<file path="src/shared/tsc_pkg.sv">
// constants and types for the thermal sense control block
package tsc_pkg;

  // bus widths
  localparam int unsigned TSC_ADDR_W = 16;
  localparam int unsigned TSC_DATA_W = 8;

  // register offsets
  localparam logic [15:0] TSC_OFF_CLOCK_CTRL  = 16'h506F;
  localparam logic [15:0] TSC_OFF_COMPARE_TIM = 16'h51A0;
  localparam logic [15:0] TSC_OFF_CONTROL     = 16'h51A1;
  localparam logic [15:0] TSC_OFF_STATUS      = 16'h51A2;
  localparam logic [15:0] TSC_OFF_RESULT      = 16'h51A3;

  // clock control fields
  localparam int unsigned TSC_CLK_GATE_BIT = 0;
  localparam int unsigned TSC_CLK_SRC_LSB  = 2;
  localparam int unsigned TSC_CLK_SRC_MSB  = 3;
  localparam int unsigned TSC_CLK_DIV_LSB  = 4;
  localparam int unsigned TSC_CLK_DIV_MSB  = 5;

  // control fields
  localparam int unsigned TSC_CTL_EN_BIT  = 0;
  localparam int unsigned TSC_CTL_TRG_BIT = 1;
  localparam int unsigned TSC_CTL_IE_BIT  = 4;

  // status fields
  localparam int unsigned TSC_STAT_BUSY_BIT = 0;
  localparam int unsigned TSC_STAT_FLAG_BIT = 4;

  // reset values
  localparam logic [1:0] TSC_CLK_DIV_RST  = 2'h0;
  localparam logic [1:0] TSC_CLK_SRC_RST  = 2'h0;
  localparam logic       TSC_CLK_GATE_RST = 1'h0;
  localparam logic [7:0] TSC_COMPARE_RST  = 8'h00;
  localparam logic       TSC_CTL_EN_RST   = 1'h0;
  localparam logic       TSC_CTL_IE_RST   = 1'h0;
  localparam logic       TSC_FLAG_RST     = 1'h0;
  localparam logic [7:0] TSC_RESULT_RST   = 8'h00;
  localparam logic [7:0] TSC_RDATA_RST    = 8'h00;

  // clock source codes
  localparam logic [1:0] TSC_SRC_FAST_B = 2'h0;
  localparam logic [1:0] TSC_SRC_SLOW   = 2'h1;
  localparam logic [1:0] TSC_SRC_FAST_A = 2'h2;
  localparam logic [1:0] TSC_SRC_RSVD   = 2'h3;

  // divider codes and terminal counts
  localparam logic [1:0] TSC_DIV_1    = 2'h0;
  localparam logic [1:0] TSC_DIV_2    = 2'h1;
  localparam logic [1:0] TSC_DIV_4    = 2'h2;
  localparam logic [1:0] TSC_DIV_1_TC = 2'h0;
  localparam logic [1:0] TSC_DIV_2_TC = 2'h1;
  localparam logic [1:0] TSC_DIV_4_TC = 2'h3;

  // conversion states
  typedef enum logic {TSC_IDLE, TSC_RUN} tsc_state_t;

endpackage

</file>
<file path="src/rtl/tsc_top.sv">
// thermal sense control: register file, interrupt and conversion front end
//
// Our own choice: the plain strobed port.
`timescale 1ns/1ps
module tsc_top (
  // clock and reset
  input  wire logic                        mclk_i,
  input  wire logic                        resetn_i,
  // register port
  input  wire logic [tsc_pkg::TSC_ADDR_W-1:0] addr_i,
  input  wire logic [tsc_pkg::TSC_DATA_W-1:0] wdata_i,
  input  wire logic                        wr_i,
  input  wire logic                        rd_i,
  output logic [tsc_pkg::TSC_DATA_W-1:0]   rdata_o,
  // oscillator pins
  input  wire logic                        fast_osc_a_i,
  input  wire logic                        fast_osc_b_i,
  input  wire logic                        slow_osc_i,
  // analog sensing element
  input  wire logic [7:0]                  sense_data_i,
  output logic                             sense_power_o,
  output logic                             sense_sample_o,
  // interrupt
  output logic                             irq_o
);
  import tsc_pkg::*;

  // address decode
  logic hit_clock;
  logic hit_compare;
  logic hit_control;
  logic hit_status;
  logic hit_result;
  logic wr_clock;
  logic wr_compare;
  logic wr_control;
  logic wr_status;

  // clock control state
  logic [1:0] sense_clock_divider_reg;
  logic [1:0] sense_clock_divider_next;
  logic [1:0] sense_clock_source_reg;
  logic [1:0] sense_clock_source_next;
  logic       sense_clock_gate_reg;
  logic       sense_clock_gate_next;

  // comparison time state
  logic [7:0] comparison_cycles_reg;
  logic [7:0] comparison_cycles_next;

  // control state
  logic       completion_irq_enable_reg;
  logic       completion_irq_enable_next;
  logic       sensor_enable_reg;
  logic       sensor_enable_next;

  // status state
  logic       completion_flag_reg;
  logic       completion_flag_next;

  // read path
  logic [7:0] rdata_reg;
  logic [7:0] rdata_next;

  // sensor data synchroniser
  logic [7:0] data_meta_reg;
  logic [7:0] data_sync_reg;

  // internal links
  logic       sense_tick;
  logic       conversion_trigger;
  logic       conv_abort;
  logic       conversion_busy;
  logic       conv_done;
  logic [7:0] conv_result;

  // decode
  always_comb begin
    hit_clock   = (addr_i == TSC_OFF_CLOCK_CTRL);
    hit_compare = (addr_i == TSC_OFF_COMPARE_TIM);
    hit_control = (addr_i == TSC_OFF_CONTROL);
    hit_status  = (addr_i == TSC_OFF_STATUS);
    hit_result  = (addr_i == TSC_OFF_RESULT);
    wr_clock    = wr_i && hit_clock;
    wr_compare  = wr_i && hit_compare;
    wr_control  = wr_i && hit_control;
    wr_status   = wr_i && hit_status;
  end

  // clock control register
  always_comb begin
    sense_clock_divider_next = sense_clock_divider_reg;
    sense_clock_source_next  = sense_clock_source_reg;
    sense_clock_gate_next    = sense_clock_gate_reg;
    if (wr_clock) begin
      sense_clock_divider_next = wdata_i[TSC_CLK_DIV_MSB:TSC_CLK_DIV_LSB];
      sense_clock_source_next  = wdata_i[TSC_CLK_SRC_MSB:TSC_CLK_SRC_LSB];
      sense_clock_gate_next    = wdata_i[TSC_CLK_GATE_BIT];
    end
  end

  always_ff @(posedge mclk_i) begin
    if (!resetn_i) begin
      sense_clock_divider_reg <= TSC_CLK_DIV_RST;
      sense_clock_source_reg  <= TSC_CLK_SRC_RST;
      sense_clock_gate_reg    <= TSC_CLK_GATE_RST;
    end else begin
      sense_clock_divider_reg <= sense_clock_divider_next;
      sense_clock_source_reg  <= sense_clock_source_next;
      sense_clock_gate_reg    <= sense_clock_gate_next;
    end
  end

  // comparison time register
  always_comb begin
    comparison_cycles_next = comparison_cycles_reg;
    if (wr_compare) begin
      comparison_cycles_next = wdata_i;
    end
  end

  always_ff @(posedge mclk_i) begin
    if (!resetn_i) begin
      comparison_cycles_reg <= TSC_COMPARE_RST;
    end else begin
      comparison_cycles_reg <= comparison_cycles_next;
    end
  end

  // control register
  always_comb begin
    completion_irq_enable_next = completion_irq_enable_reg;
    sensor_enable_next         = sensor_enable_reg;
    if (wr_control) begin
      completion_irq_enable_next = wdata_i[TSC_CTL_IE_BIT];
      sensor_enable_next         = wdata_i[TSC_CTL_EN_BIT];
    end
  end

  always_ff @(posedge mclk_i) begin
    if (!resetn_i) begin
      completion_irq_enable_reg <= TSC_CTL_IE_RST;
      sensor_enable_reg         <= TSC_CTL_EN_RST;
    end else begin
      completion_irq_enable_reg <= completion_irq_enable_next;
      sensor_enable_reg         <= sensor_enable_next;
    end
  end

  // trigger and abort; enable may be set in the same write
  always_comb begin
    conversion_trigger = wr_control && wdata_i[TSC_CTL_TRG_BIT] &&
                         wdata_i[TSC_CTL_EN_BIT] && sense_clock_gate_reg;
    // abort follows the value being written, so enable plus trigger may start
    conv_abort         = !sensor_enable_next || !sense_clock_gate_next;
  end

  // completion flag, set beats clear
  always_comb begin
    completion_flag_next = completion_flag_reg;
    if (wr_status && wdata_i[TSC_STAT_FLAG_BIT]) begin
      completion_flag_next = 1'b0;
    end
    if (conv_done) begin
      completion_flag_next = 1'b1;
    end
  end

  always_ff @(posedge mclk_i) begin
    if (!resetn_i) begin
      completion_flag_reg <= TSC_FLAG_RST;
    end else begin
      completion_flag_reg <= completion_flag_next;
    end
  end

  // sensor data synchroniser
  genvar g;
  generate
    for (g = 0; g < 8; g++) begin : g_data_sync
      always_ff @(posedge mclk_i) begin
        if (!resetn_i) begin
          data_meta_reg[g] <= 1'b0;
          data_sync_reg[g] <= 1'b0;
        end else begin
          data_meta_reg[g] <= sense_data_i[g];
          data_sync_reg[g] <= data_meta_reg[g];
        end
      end
    end
  endgenerate

  // read data, one cycle after the strobe
  always_comb begin
    rdata_next = 8'h00;
    if (rd_i) begin
      if (hit_clock) begin
        rdata_next[TSC_CLK_DIV_MSB:TSC_CLK_DIV_LSB] = sense_clock_divider_reg;
        rdata_next[TSC_CLK_SRC_MSB:TSC_CLK_SRC_LSB] = sense_clock_source_reg;
        rdata_next[TSC_CLK_GATE_BIT]                = sense_clock_gate_reg;
      end else if (hit_compare) begin
        rdata_next = comparison_cycles_reg;
      end else if (hit_control) begin
        rdata_next[TSC_CTL_IE_BIT] = completion_irq_enable_reg;
        rdata_next[TSC_CTL_EN_BIT] = sensor_enable_reg;
      end else if (hit_status) begin
        rdata_next[TSC_STAT_FLAG_BIT] = completion_flag_reg;
        rdata_next[TSC_STAT_BUSY_BIT] = conversion_busy;
      end else if (hit_result) begin
        rdata_next = conv_result;
      end
    end
  end

  always_ff @(posedge mclk_i) begin
    if (!resetn_i) begin
      rdata_reg <= TSC_RDATA_RST;
    end else begin
      rdata_reg <= rdata_next;
    end
  end

  // sense clock generation
  tsc_clkgen u_clkgen (
    .mclk_i                (mclk_i),
    .resetn_i              (resetn_i),
    .fast_osc_a_i          (fast_osc_a_i),
    .fast_osc_b_i          (fast_osc_b_i),
    .slow_osc_i            (slow_osc_i),
    .sense_clock_source_i  (sense_clock_source_reg),
    .sense_clock_divider_i (sense_clock_divider_reg),
    .sense_clock_gate_i    (sense_clock_gate_reg),
    .tick_o                (sense_tick)
  );

  // conversion sequencer
  tsc_conv u_conv (
    .mclk_i              (mclk_i),
    .resetn_i            (resetn_i),
    .start_i             (conversion_trigger),
    .abort_i             (conv_abort),
    .tick_i              (sense_tick),
    .comparison_cycles_i (comparison_cycles_reg),
    .sample_i            (data_sync_reg),
    .busy_o              (conversion_busy),
    .done_o              (conv_done),
    .result_o            (conv_result)
  );

  // outputs
  assign rdata_o        = rdata_reg;
  assign irq_o          = completion_irq_enable_reg && completion_flag_reg;
  assign sense_power_o  = sensor_enable_reg;
  assign sense_sample_o = conversion_busy;

endmodule // tsc_top

</file>
<file path="src/rtl/tsc_clkgen.sv">
// oscillator selection, synchronisation and division into sense clock ticks
`timescale 1ns/1ps
module tsc_clkgen (
  // clock and reset
  input  wire logic       mclk_i,
  input  wire logic       resetn_i,
  // oscillator pins
  input  wire logic       fast_osc_a_i,
  input  wire logic       fast_osc_b_i,
  input  wire logic       slow_osc_i,
  // settings
  input  wire logic [1:0] sense_clock_source_i,
  input  wire logic [1:0] sense_clock_divider_i,
  input  wire logic       sense_clock_gate_i,
  // divided tick
  output logic            tick_o
);
  import tsc_pkg::*;

  logic [2:0] osc_raw;
  logic [2:0] meta_reg;
  logic [2:0] sync_reg;
  logic [2:0] prev_reg;
  logic [2:0] rise;
  logic       sel_rise;
  logic       fast_src;
  logic [1:0] limit;
  logic [1:0] cnt_reg;
  logic [1:0] cnt_next;
  logic       tick_reg;
  logic       tick_next;

  // index equals source code
  assign osc_raw = {fast_osc_a_i, slow_osc_i, fast_osc_b_i};

  // two-stage synchroniser per oscillator
  genvar g;
  generate
    for (g = 0; g < 3; g++) begin : g_sync
      always_ff @(posedge mclk_i) begin
        if (!resetn_i) begin
          meta_reg[g] <= 1'b0;
          sync_reg[g] <= 1'b0;
          prev_reg[g] <= 1'b0;
        end else begin
          meta_reg[g] <= osc_raw[g];
          sync_reg[g] <= meta_reg[g];
          prev_reg[g] <= sync_reg[g];
        end
      end
      assign rise[g] = sync_reg[g] & ~prev_reg[g];
    end
  endgenerate

  always_comb begin
    sel_rise = 1'b0;
    if (sense_clock_source_i != TSC_SRC_RSVD) begin
      sel_rise = rise[sense_clock_source_i];
    end
    fast_src = (sense_clock_source_i == TSC_SRC_FAST_A) ||
               (sense_clock_source_i == TSC_SRC_FAST_B);
    unique case (sense_clock_divider_i)
      TSC_DIV_2: limit = TSC_DIV_2_TC;
      TSC_DIV_4: limit = TSC_DIV_4_TC;
      default:   limit = TSC_DIV_1_TC;
    endcase
    if (!fast_src) begin
      limit = TSC_DIV_1_TC;
    end
    cnt_next  = cnt_reg;
    tick_next = 1'b0;
    if (!sense_clock_gate_i) begin
      cnt_next = 2'h0;
    end else if (sel_rise) begin
      if (cnt_reg >= limit) begin
        cnt_next  = 2'h0;
        tick_next = 1'b1;
      end else begin
        cnt_next = cnt_reg + 2'h1;
      end
    end
  end

  always_ff @(posedge mclk_i) begin
    if (!resetn_i) begin
      cnt_reg  <= 2'h0;
      tick_reg <= 1'b0;
    end else begin
      cnt_reg  <= cnt_next;
      tick_reg <= tick_next;
    end
  end

  assign tick_o = tick_reg;

endmodule // tsc_clkgen

</file>
<file path="src/rtl/tsc_conv.sv">
// conversion sequencer: counts comparison ticks and latches the result
`timescale 1ns/1ps
module tsc_conv (
  // clock and reset
  input  wire logic       mclk_i,
  input  wire logic       resetn_i,
  // control
  input  wire logic       start_i,
  input  wire logic       abort_i,
  input  wire logic       tick_i,
  input  wire logic [7:0] comparison_cycles_i,
  input  wire logic [7:0] sample_i,
  // status
  output logic            busy_o,
  output logic            done_o,
  output logic [7:0]      result_o
);
  import tsc_pkg::*;

  tsc_state_t state_reg;
  tsc_state_t state_next;
  logic [7:0] cnt_reg;
  logic [7:0] cnt_next;
  logic [7:0] len_reg;
  logic [7:0] len_next;
  logic [7:0] result_reg;
  logic [7:0] result_next;
  logic       done_next;

  always_comb begin
    state_next  = state_reg;
    cnt_next    = cnt_reg;
    len_next    = len_reg;
    result_next = result_reg;
    done_next   = 1'b0;
    unique case (state_reg)
      TSC_IDLE: begin
        if (start_i && !abort_i) begin
          state_next = TSC_RUN;
          cnt_next   = 8'h00;
          len_next   = comparison_cycles_i;
        end
      end
      TSC_RUN: begin
        if (abort_i) begin
          state_next = TSC_IDLE;
        end else if (tick_i) begin
          if (cnt_reg == len_reg) begin
            state_next  = TSC_IDLE;
            result_next = sample_i;
            done_next   = 1'b1;
          end else begin
            cnt_next = cnt_reg + 8'h01;
          end
        end
      end
    endcase
  end

  always_ff @(posedge mclk_i) begin
    if (!resetn_i) begin
      state_reg  <= TSC_IDLE;
      cnt_reg    <= 8'h00;
      len_reg    <= 8'h00;
      result_reg <= TSC_RESULT_RST;
    end else begin
      state_reg  <= state_next;
      cnt_reg    <= cnt_next;
      len_reg    <= len_next;
      result_reg <= result_next;
    end
  end

  assign busy_o   = (state_reg == TSC_RUN);
  // done marks the completion edge itself, so flag and idle land together
  assign done_o   = done_next;
  assign result_o = result_reg;

endmodule // tsc_conv

</file>
<file path="config.mk">
export PLATFORM = sky130hd
export DESIGN_NAME = tsc_top
export DESIGN_NICKNAME = d
export VERILOG_FILES = /design/src/shared/tsc_pkg.sv /design/src/rtl/tsc_top.sv /design/src/rtl/tsc_clkgen.sv /design/src/rtl/tsc_conv.sv
export SDC_FILE = /design/constraint.sdc
export NUM_CORES = 1
export LEC_CHECK = 0
export BUFFER_PORTS_ARGS = -buffer_cell sky130_fd_sc_hd__buf_2
export CAP_MARGIN = 20
export CORE_MARGIN = 5
export CORE_UTILIZATION = 45
export DETAILED_ROUTE_END_ITERATION = 8
export GPL_TIMING_DRIVEN = 0
export PLACE_DENSITY_LB_ADDON = 0.08
export SYNTH_ARGS = -nofsm -noshare
export SYNTH_HDL_FRONTEND = slang
export SYNTH_SLANG_ARGS = --single-unit
</file>
<file path="constraint.sdc">
create_clock -name mclk_i -period 3.28 [get_ports mclk_i]
set_input_delay 0 -clock mclk_i [delete_from_list [all_inputs] [get_ports mclk_i]]
set_output_delay 0 -clock mclk_i [all_outputs]
set_load 0.03 [all_outputs]
</file>
# == After elaboration in Yosys (flattened, before gate mapping) ==
# Cells that the tools add are included.
# W data, S select, Z words.
# totals
in_bits,39
register_bits,77
elab_cells,129
# classes
n_reduce_logical,24
magnitude_cmp,2
n_bitwise,10
eq_ne,14
mux,37
addsub,2
# ops
operator,count
$eq A16 B15 Y1 const B,5
$mux W8,6
$mux W1,20
$pmux W8 S2,1
$mux W3,4
$logic_and A1 B1 Y1,10
$add A8 B1 Y8 const B,1
$eq A8 B8 Y1,1
$ne A2 B2 Y1 const B,4
$reduce_and A4 Y1,2
$not A1 Y1,7
$reduce_and A2 Y1,3
$eq A2 B2 Y1 const B,2
$mux W2,2
$mux W4,1
$pmux W2 S2,1
$and A1 B1 Y1,3
$logic_not A1 Y1,3
$lt A2 B3 Y1 const B,1
$reduce_and A3 Y1,1
$reduce_or A3 Y1,1
$add A2 B1 Y2 const B,1
$bmux W1 S2,1
$eq A2 B1 Y1 const B,1
other kinds (6),7

# == Logic depth before layout (Yosys ltp) ==
# depth
word_depth,9
ltp_mapped,10
ltp_nobuf,10

# == Hierarchy ==
# Synthesis repeated with hierarchy kept, for this count alone.
# unflattened
cells_unflattened,321
area_unflattened_um2,3278.1
# by_module_without_submodules
mod,area_each_um2,instances,cells_per_inst
tsc_top,1606.5,1,146
tsc_conv,1199.9,1,133
tsc_clkgen,471.7,1,42

# == Worst setup path before layout ==
# Ideal clock, no wire load.
# synth_path
path_type,register to register
start,register sense_clock_divider_reg[0]
end,register u_clkgen.cnt_reg[1]
arrival_time_ps,1764
synth_period_minus_slack_ps,1834
t_required_ps,3210
path_stages_with_launch,10
setup_ps,70
setup_slack_ps,1446
cell_sequence,dfxtp_1 > inv_1 > ha_1 > nor2_1 > ha_1 > nand2b_1 > a21oi_1 > nand2_1 > or3_1 > a21oi_1
# synth_between
elab_chain_cells,5
word_cells_on_any_way,6
# synth_lines
item,line_no,source
start: declaration,tsc_top.sv:40,logic [1:0] sense_clock_divider_reg;
start signal: assignment,tsc_top.sv:108,sense_clock_divider_reg <= sense_clock_divider_next;
$eq A2 B2 Y1 / $eq A2 B1 Y1 (equally long branches),tsc_clkgen.sv:62,unique case (sense_clock_divider_i)
$pmux W2 S2 *,tsc_clkgen.sv:62,
$mux W2 *,tsc_clkgen.sv:67,if (!fast_src) begin
$ge A2 B2 Y1 *,tsc_clkgen.sv:75,if (cnt_reg >= limit) begin
$mux W2 *,tsc_clkgen.sv:75,
end signal: assignment,tsc_clkgen.sv:89,cnt_reg <= cnt_next;
end: declaration,tsc_clkgen.sv:28,logic [1:0] cnt_reg;
# Mark *: on every way between the ends. The rest lies on a longest branch, timed or not.
# A chain may end at the register's enable or synchronous reset.

# == Worst setup path in the final report ==
# Same ends and word-level chain as after synthesis.

==> results.md <==
- The first detailed-routing pass ran for 4 iterations.
- The first global-routing pass estimated 12.4 mm of wire.
- At the end of the flow, the number of nets in the layout was 463.
- The final-report hold violation count was 0.
- The maximum number of pins on one net before global-route repair is 13.
- The run finished with clean final reports.
- The number of placed instances, taps included, is 489.
- The required time at the worst-slack endpoint is 3.56 ns.
- The buffers plus inverters on the worst setup path is 1.
- Using the TritonRoute via totals, the vias-per-cell ratio works out to 5.05.
- The remaining max-slew budget at the tightest pin is 0.320.
- The worst ir drop on vdd is 292 µV.
- The number of global-route vias before repair is 2,506.
- The half-perimeter wire length of the detailed placement result is 5.50 mm.
- Subtracting the final worst setup slack from the clock period gives 2.02 ns.
- The critical path goes through inv_1 > ha_1 > nor2_1 > ha_1 > nand2b_1 > a21oi_1 > nand2_1 > or3_1 > a21oi_1.
- The fraction of layout cells with a size suffix above 1 is 0.175.
- The power density over the cells is 429 mW/mm².
- The total routing usage reported by global routing is 0.180.
- At the pin with the least slew margin, the transition time is 1.01 ns.
- Adding up every negative setup slack in the final design gives 0 ns.
- Setup violations remaining at the end of the flow were counted as 0.
- The synthesized area is 0.00327 mm².
- Max-cap violations in this run came to 0.
- The average footprint of a synthesized cell is 9.54 µm².
- The weighted congestion at the end of routability-driven global placement is 0.777.
- Setup repair after global routing left no endpoint under its margin.
- The max-slew violation count came to 0.
- Clock-pin slew was measured on the worst setup and hold paths at 0.08 ns.
- In the routed design, unresolved DRC markers number 0.
- The number of antenna violations at the first check in global routing is 0.
- The routed layout has 2,634 vias.
- The sequential element share of the synthesized area is 0.471.
- The element type at the critical path start is a flip-flop.
- Once layout is complete, the cells apart from fillers number 522.
- The share of total power dissipated in the clock network is 0.394.
- The TritonCTS clock tree is done.
- The data arrival time at the worst-slack endpoint is 2.30 ns.
- The internal portion of total power is 0.00134 W.
- The level count of the clock H-tree is 3.
- The cell family with the largest share of critical-path delay is simple AND/OR/NAND/NOR gates.
- The count of yosys warnings during synthesis is 0.
- Clock tree synthesis selected as its root buffer the cell clkbuf_8.
- For this design, the sink count on the clock tree is 77.
- In the finished design, the share of the clock period the worst path needs comes to 0.616.
- The die footprint is 0.00907 mm².
- Dividing the detail-routed wire length by the instance count gives 14.4 µm.
- The number of cells produced by synthesis is 343.
- The critical-path maximum fanout is 3.
- The antenna diode count is 0.
- The number of nets in the synthesized netlist is 386.
- The number of distinct standard cells referenced by the synthesized netlist is 51.
- The achievable clock frequency is 0.495 GHz.
- The maximum buffer depth of the clock tree is 2.
- The signed area change from the synthesized netlist to the final layout is 22.3%.
- The slowest cell on the critical path is dfxtp_1.
- The switching share of total power is 0.218.
- After the first detailed-routing iteration, the DRC count stood at 136.
- For this run, asynchronously set or reset flops after synthesis account for 0.
- The number of buffers inserted during clock tree synthesis is 9.
- The leading register cell type out of synthesis is dfxtp_1.
- The initial utilization of the core area, before any placement, comes to 0.456.
- The highest cell delay on the worst timing path is 0.37 ns.
- The core region area is 0.00718 mm².
- The share of total power dissipated in combinational logic is 0.052.
- STA classifies the critical path endpoint as a flip-flop.
- For this block, the routed nets add up to 7.52 mm of wire.
- In this run the remaining antenna-violating nets after routing total 0.
- The vertical extent of the die is 95.3 µm.
- The count of cells resized by post-cts repair is 0.
- For this design the total switching power over the nets is 0.000375 W.
- The post-synthesis register bit count is 77.
- For the final database, setup skew stands at 0.00762 ns.
- The number of standard-cell rows in the floorplan is 31.
- The proportion of power drawn by flip-flops and latches is 0.554.
- The count of flip-flops with a built-in enable after synthesis is 0.
- The number of primary I/O pins is 50.
- The leftover overflow at the end of global routing is 0.
- The number of post-CTS setup repair buffers is 0.
- Port buffering added 47 buffers.
- The standby leakage power is 1.53 nW.
- The fill cell total of the finished layout is 675.
- The path class of the lowest-slack min-delay path is in -> reg.
- In this run the horizontal extent of the chip is 95.3 µm.
- Clock latency on the worst-skew pair, taken at its later pin, is 0.34 ns.
- The type of the worst setup path is reg -> reg.
## cell families (layout without fill, tap and decap cells)
family,after synthesis,in the layout,share of synthesized area
xor+xnor,8,8,0.0214
buf+inv,24,104,0.0367
compound gates,55,55,0.129
mux,19,19,0.0635
simple gates,156,156,0.263
flops,77,77,0.471
fa+ha+maj,4,4,0.0153
## stage by stage
stage          total power [W]   util  instance area (µm²)  setup slack (ns)  hold slack (ns)
2_1_floorplan          0.00101      -                 3270              1.45            0.127
3_3_place_gp           0.00104  0.506                 3630              1.28            0.206
3_5_place_dp           0.00105  0.506                 3630              1.28            0.210
4_1_cts                0.00174  0.557                 4000              1.27           0.0539
5_1_grt                0.00180  0.557                 4000              1.11           0.0895
6_report               0.00171  0.557                 4000              1.26           0.0666
## final timing paths
check                                                from                               end  slack [ns]  depth (start not counted)
hold reg to reg           u_clkgen.meta_reg[1]$_SDFF_PN0_   u_clkgen.sync_reg[1]$_SDFF_PN0_        0.43                          1
setup reg to reg  sense_clock_divider_reg[0]$_SDFFE_PN0N_  u_clkgen.cnt_reg[1]$_SDFFE_PN0P_        1.26                          9
setup / recovery  sense_clock_divider_reg[0]$_SDFFE_PN0N_  u_clkgen.cnt_reg[1]$_SDFFE_PN0P_        1.26                          9
hold / removal                                       wr_i  completion_flag_reg$_SDFFE_PN0P_        0.07                          3
## cell usage after synthesis (all sizes together), types with 3 or more instances
cell type  count  area [µm²]
and4b          3        30.0
nand3         11        55.1
nand2b         3        18.8
nand2         55         206
a222oi         3        30.0
a21boi        16         120
o211a          3        37.5
inv            7        26.3
xnor2          8        70.1
and2          28         175
and3           6        37.5
mux2i         17         170
nor3           7        35.0
o21ai          4        20.0
a32oi          3        26.3
a21oi          8        47.6
ha             4        50.1
clkbuf         9        33.8
dfxtp         77        1540
buf            8        60.1
nor2          15        56.3
nand4          4        25.0
a31oi          4        25.0
a22oi          4        30.0
nor2b         11        68.8
## per-layer routing
metal | up-vias | global-route usage | wire [µm]
met3 | 4 | 0.0410 | 591
met4 | 0 | 0.0853 | 72
met5 | - | 0 | 0
li1 | 1350 | - | -
met1 | 1206 | 0.248 | 3570
met2 | 74 | 0.266 | 3280
## final cells by class
cell class | count | area [µm²] | share of cell area
flip-flops and latches | 77 | 1540 | 0.385
multi-input cells | 242 | 1610 | 0.402
inverters | 7 | 26.3 | 0.00657
plain buffers | 17 | 93.8 | 0.0235
well taps | 99 | 124 | 0.0310
clock inverters | 4 | 51.3 | 0.0128
repair buffers | 66 | 425 | 0.106
clock buffers | 10 | 128 | 0.0319
## cell usage in the layout (no fill, tap or decap), drive strengths merged, types with 3 or more instances in the layout
cell type and count:
dfxtp 77, nand2 55, buf 55, and2 28, dlygate4sd3 19, clkbuf 19
mux2i 17, a21boi 16, nor2 15, nor2b 11, nand3 11, xnor2 8
a21oi 8, inv 7, nor3 7, and3 6, nand4 4, a31oi 4
o21ai 4, a22oi 4, ha 4, nand2b 3, and4b 3, a32oi 3
a222oi 3, o211a 3
## what timing repair did
item | in CTS | in global routing
setup endpoints to repair | 0 | 0
hold endpoints to repair | 26 | 0
hold buffers | 19 | 0
## power groups by stage
| stage | Combinational, W | Clock (W) | Sequential [W] |
|---|---|---|---|
| CTS | 0.0000908 | 0.000697 | 0.000950 |
| floorplan | 0.0000351 | 0 | 0.000972 |
| detailed placement | 0.0000733 | 0 | 0.000972 |
| finish | 0.0000892 | 0.000675 | 0.000951 |
| global placement | 0.0000720 | 0 | 0.000972 |
| global route | 0.000100 | 0.000743 | 0.000952 |
## worst reg2reg max path: stages (launching register included)
cell and delay [ns]:
dfxtp_1 0.37, inv_1 0.06, ha_1 0.28, nor2_1 0.11, ha_1 0.23, nand2b_1 0.14
a21oi_1 0.23, nand2_1 0.10, or3_1 0.32, a21oi_1 0.14
(Power assumes the default switching activity.)
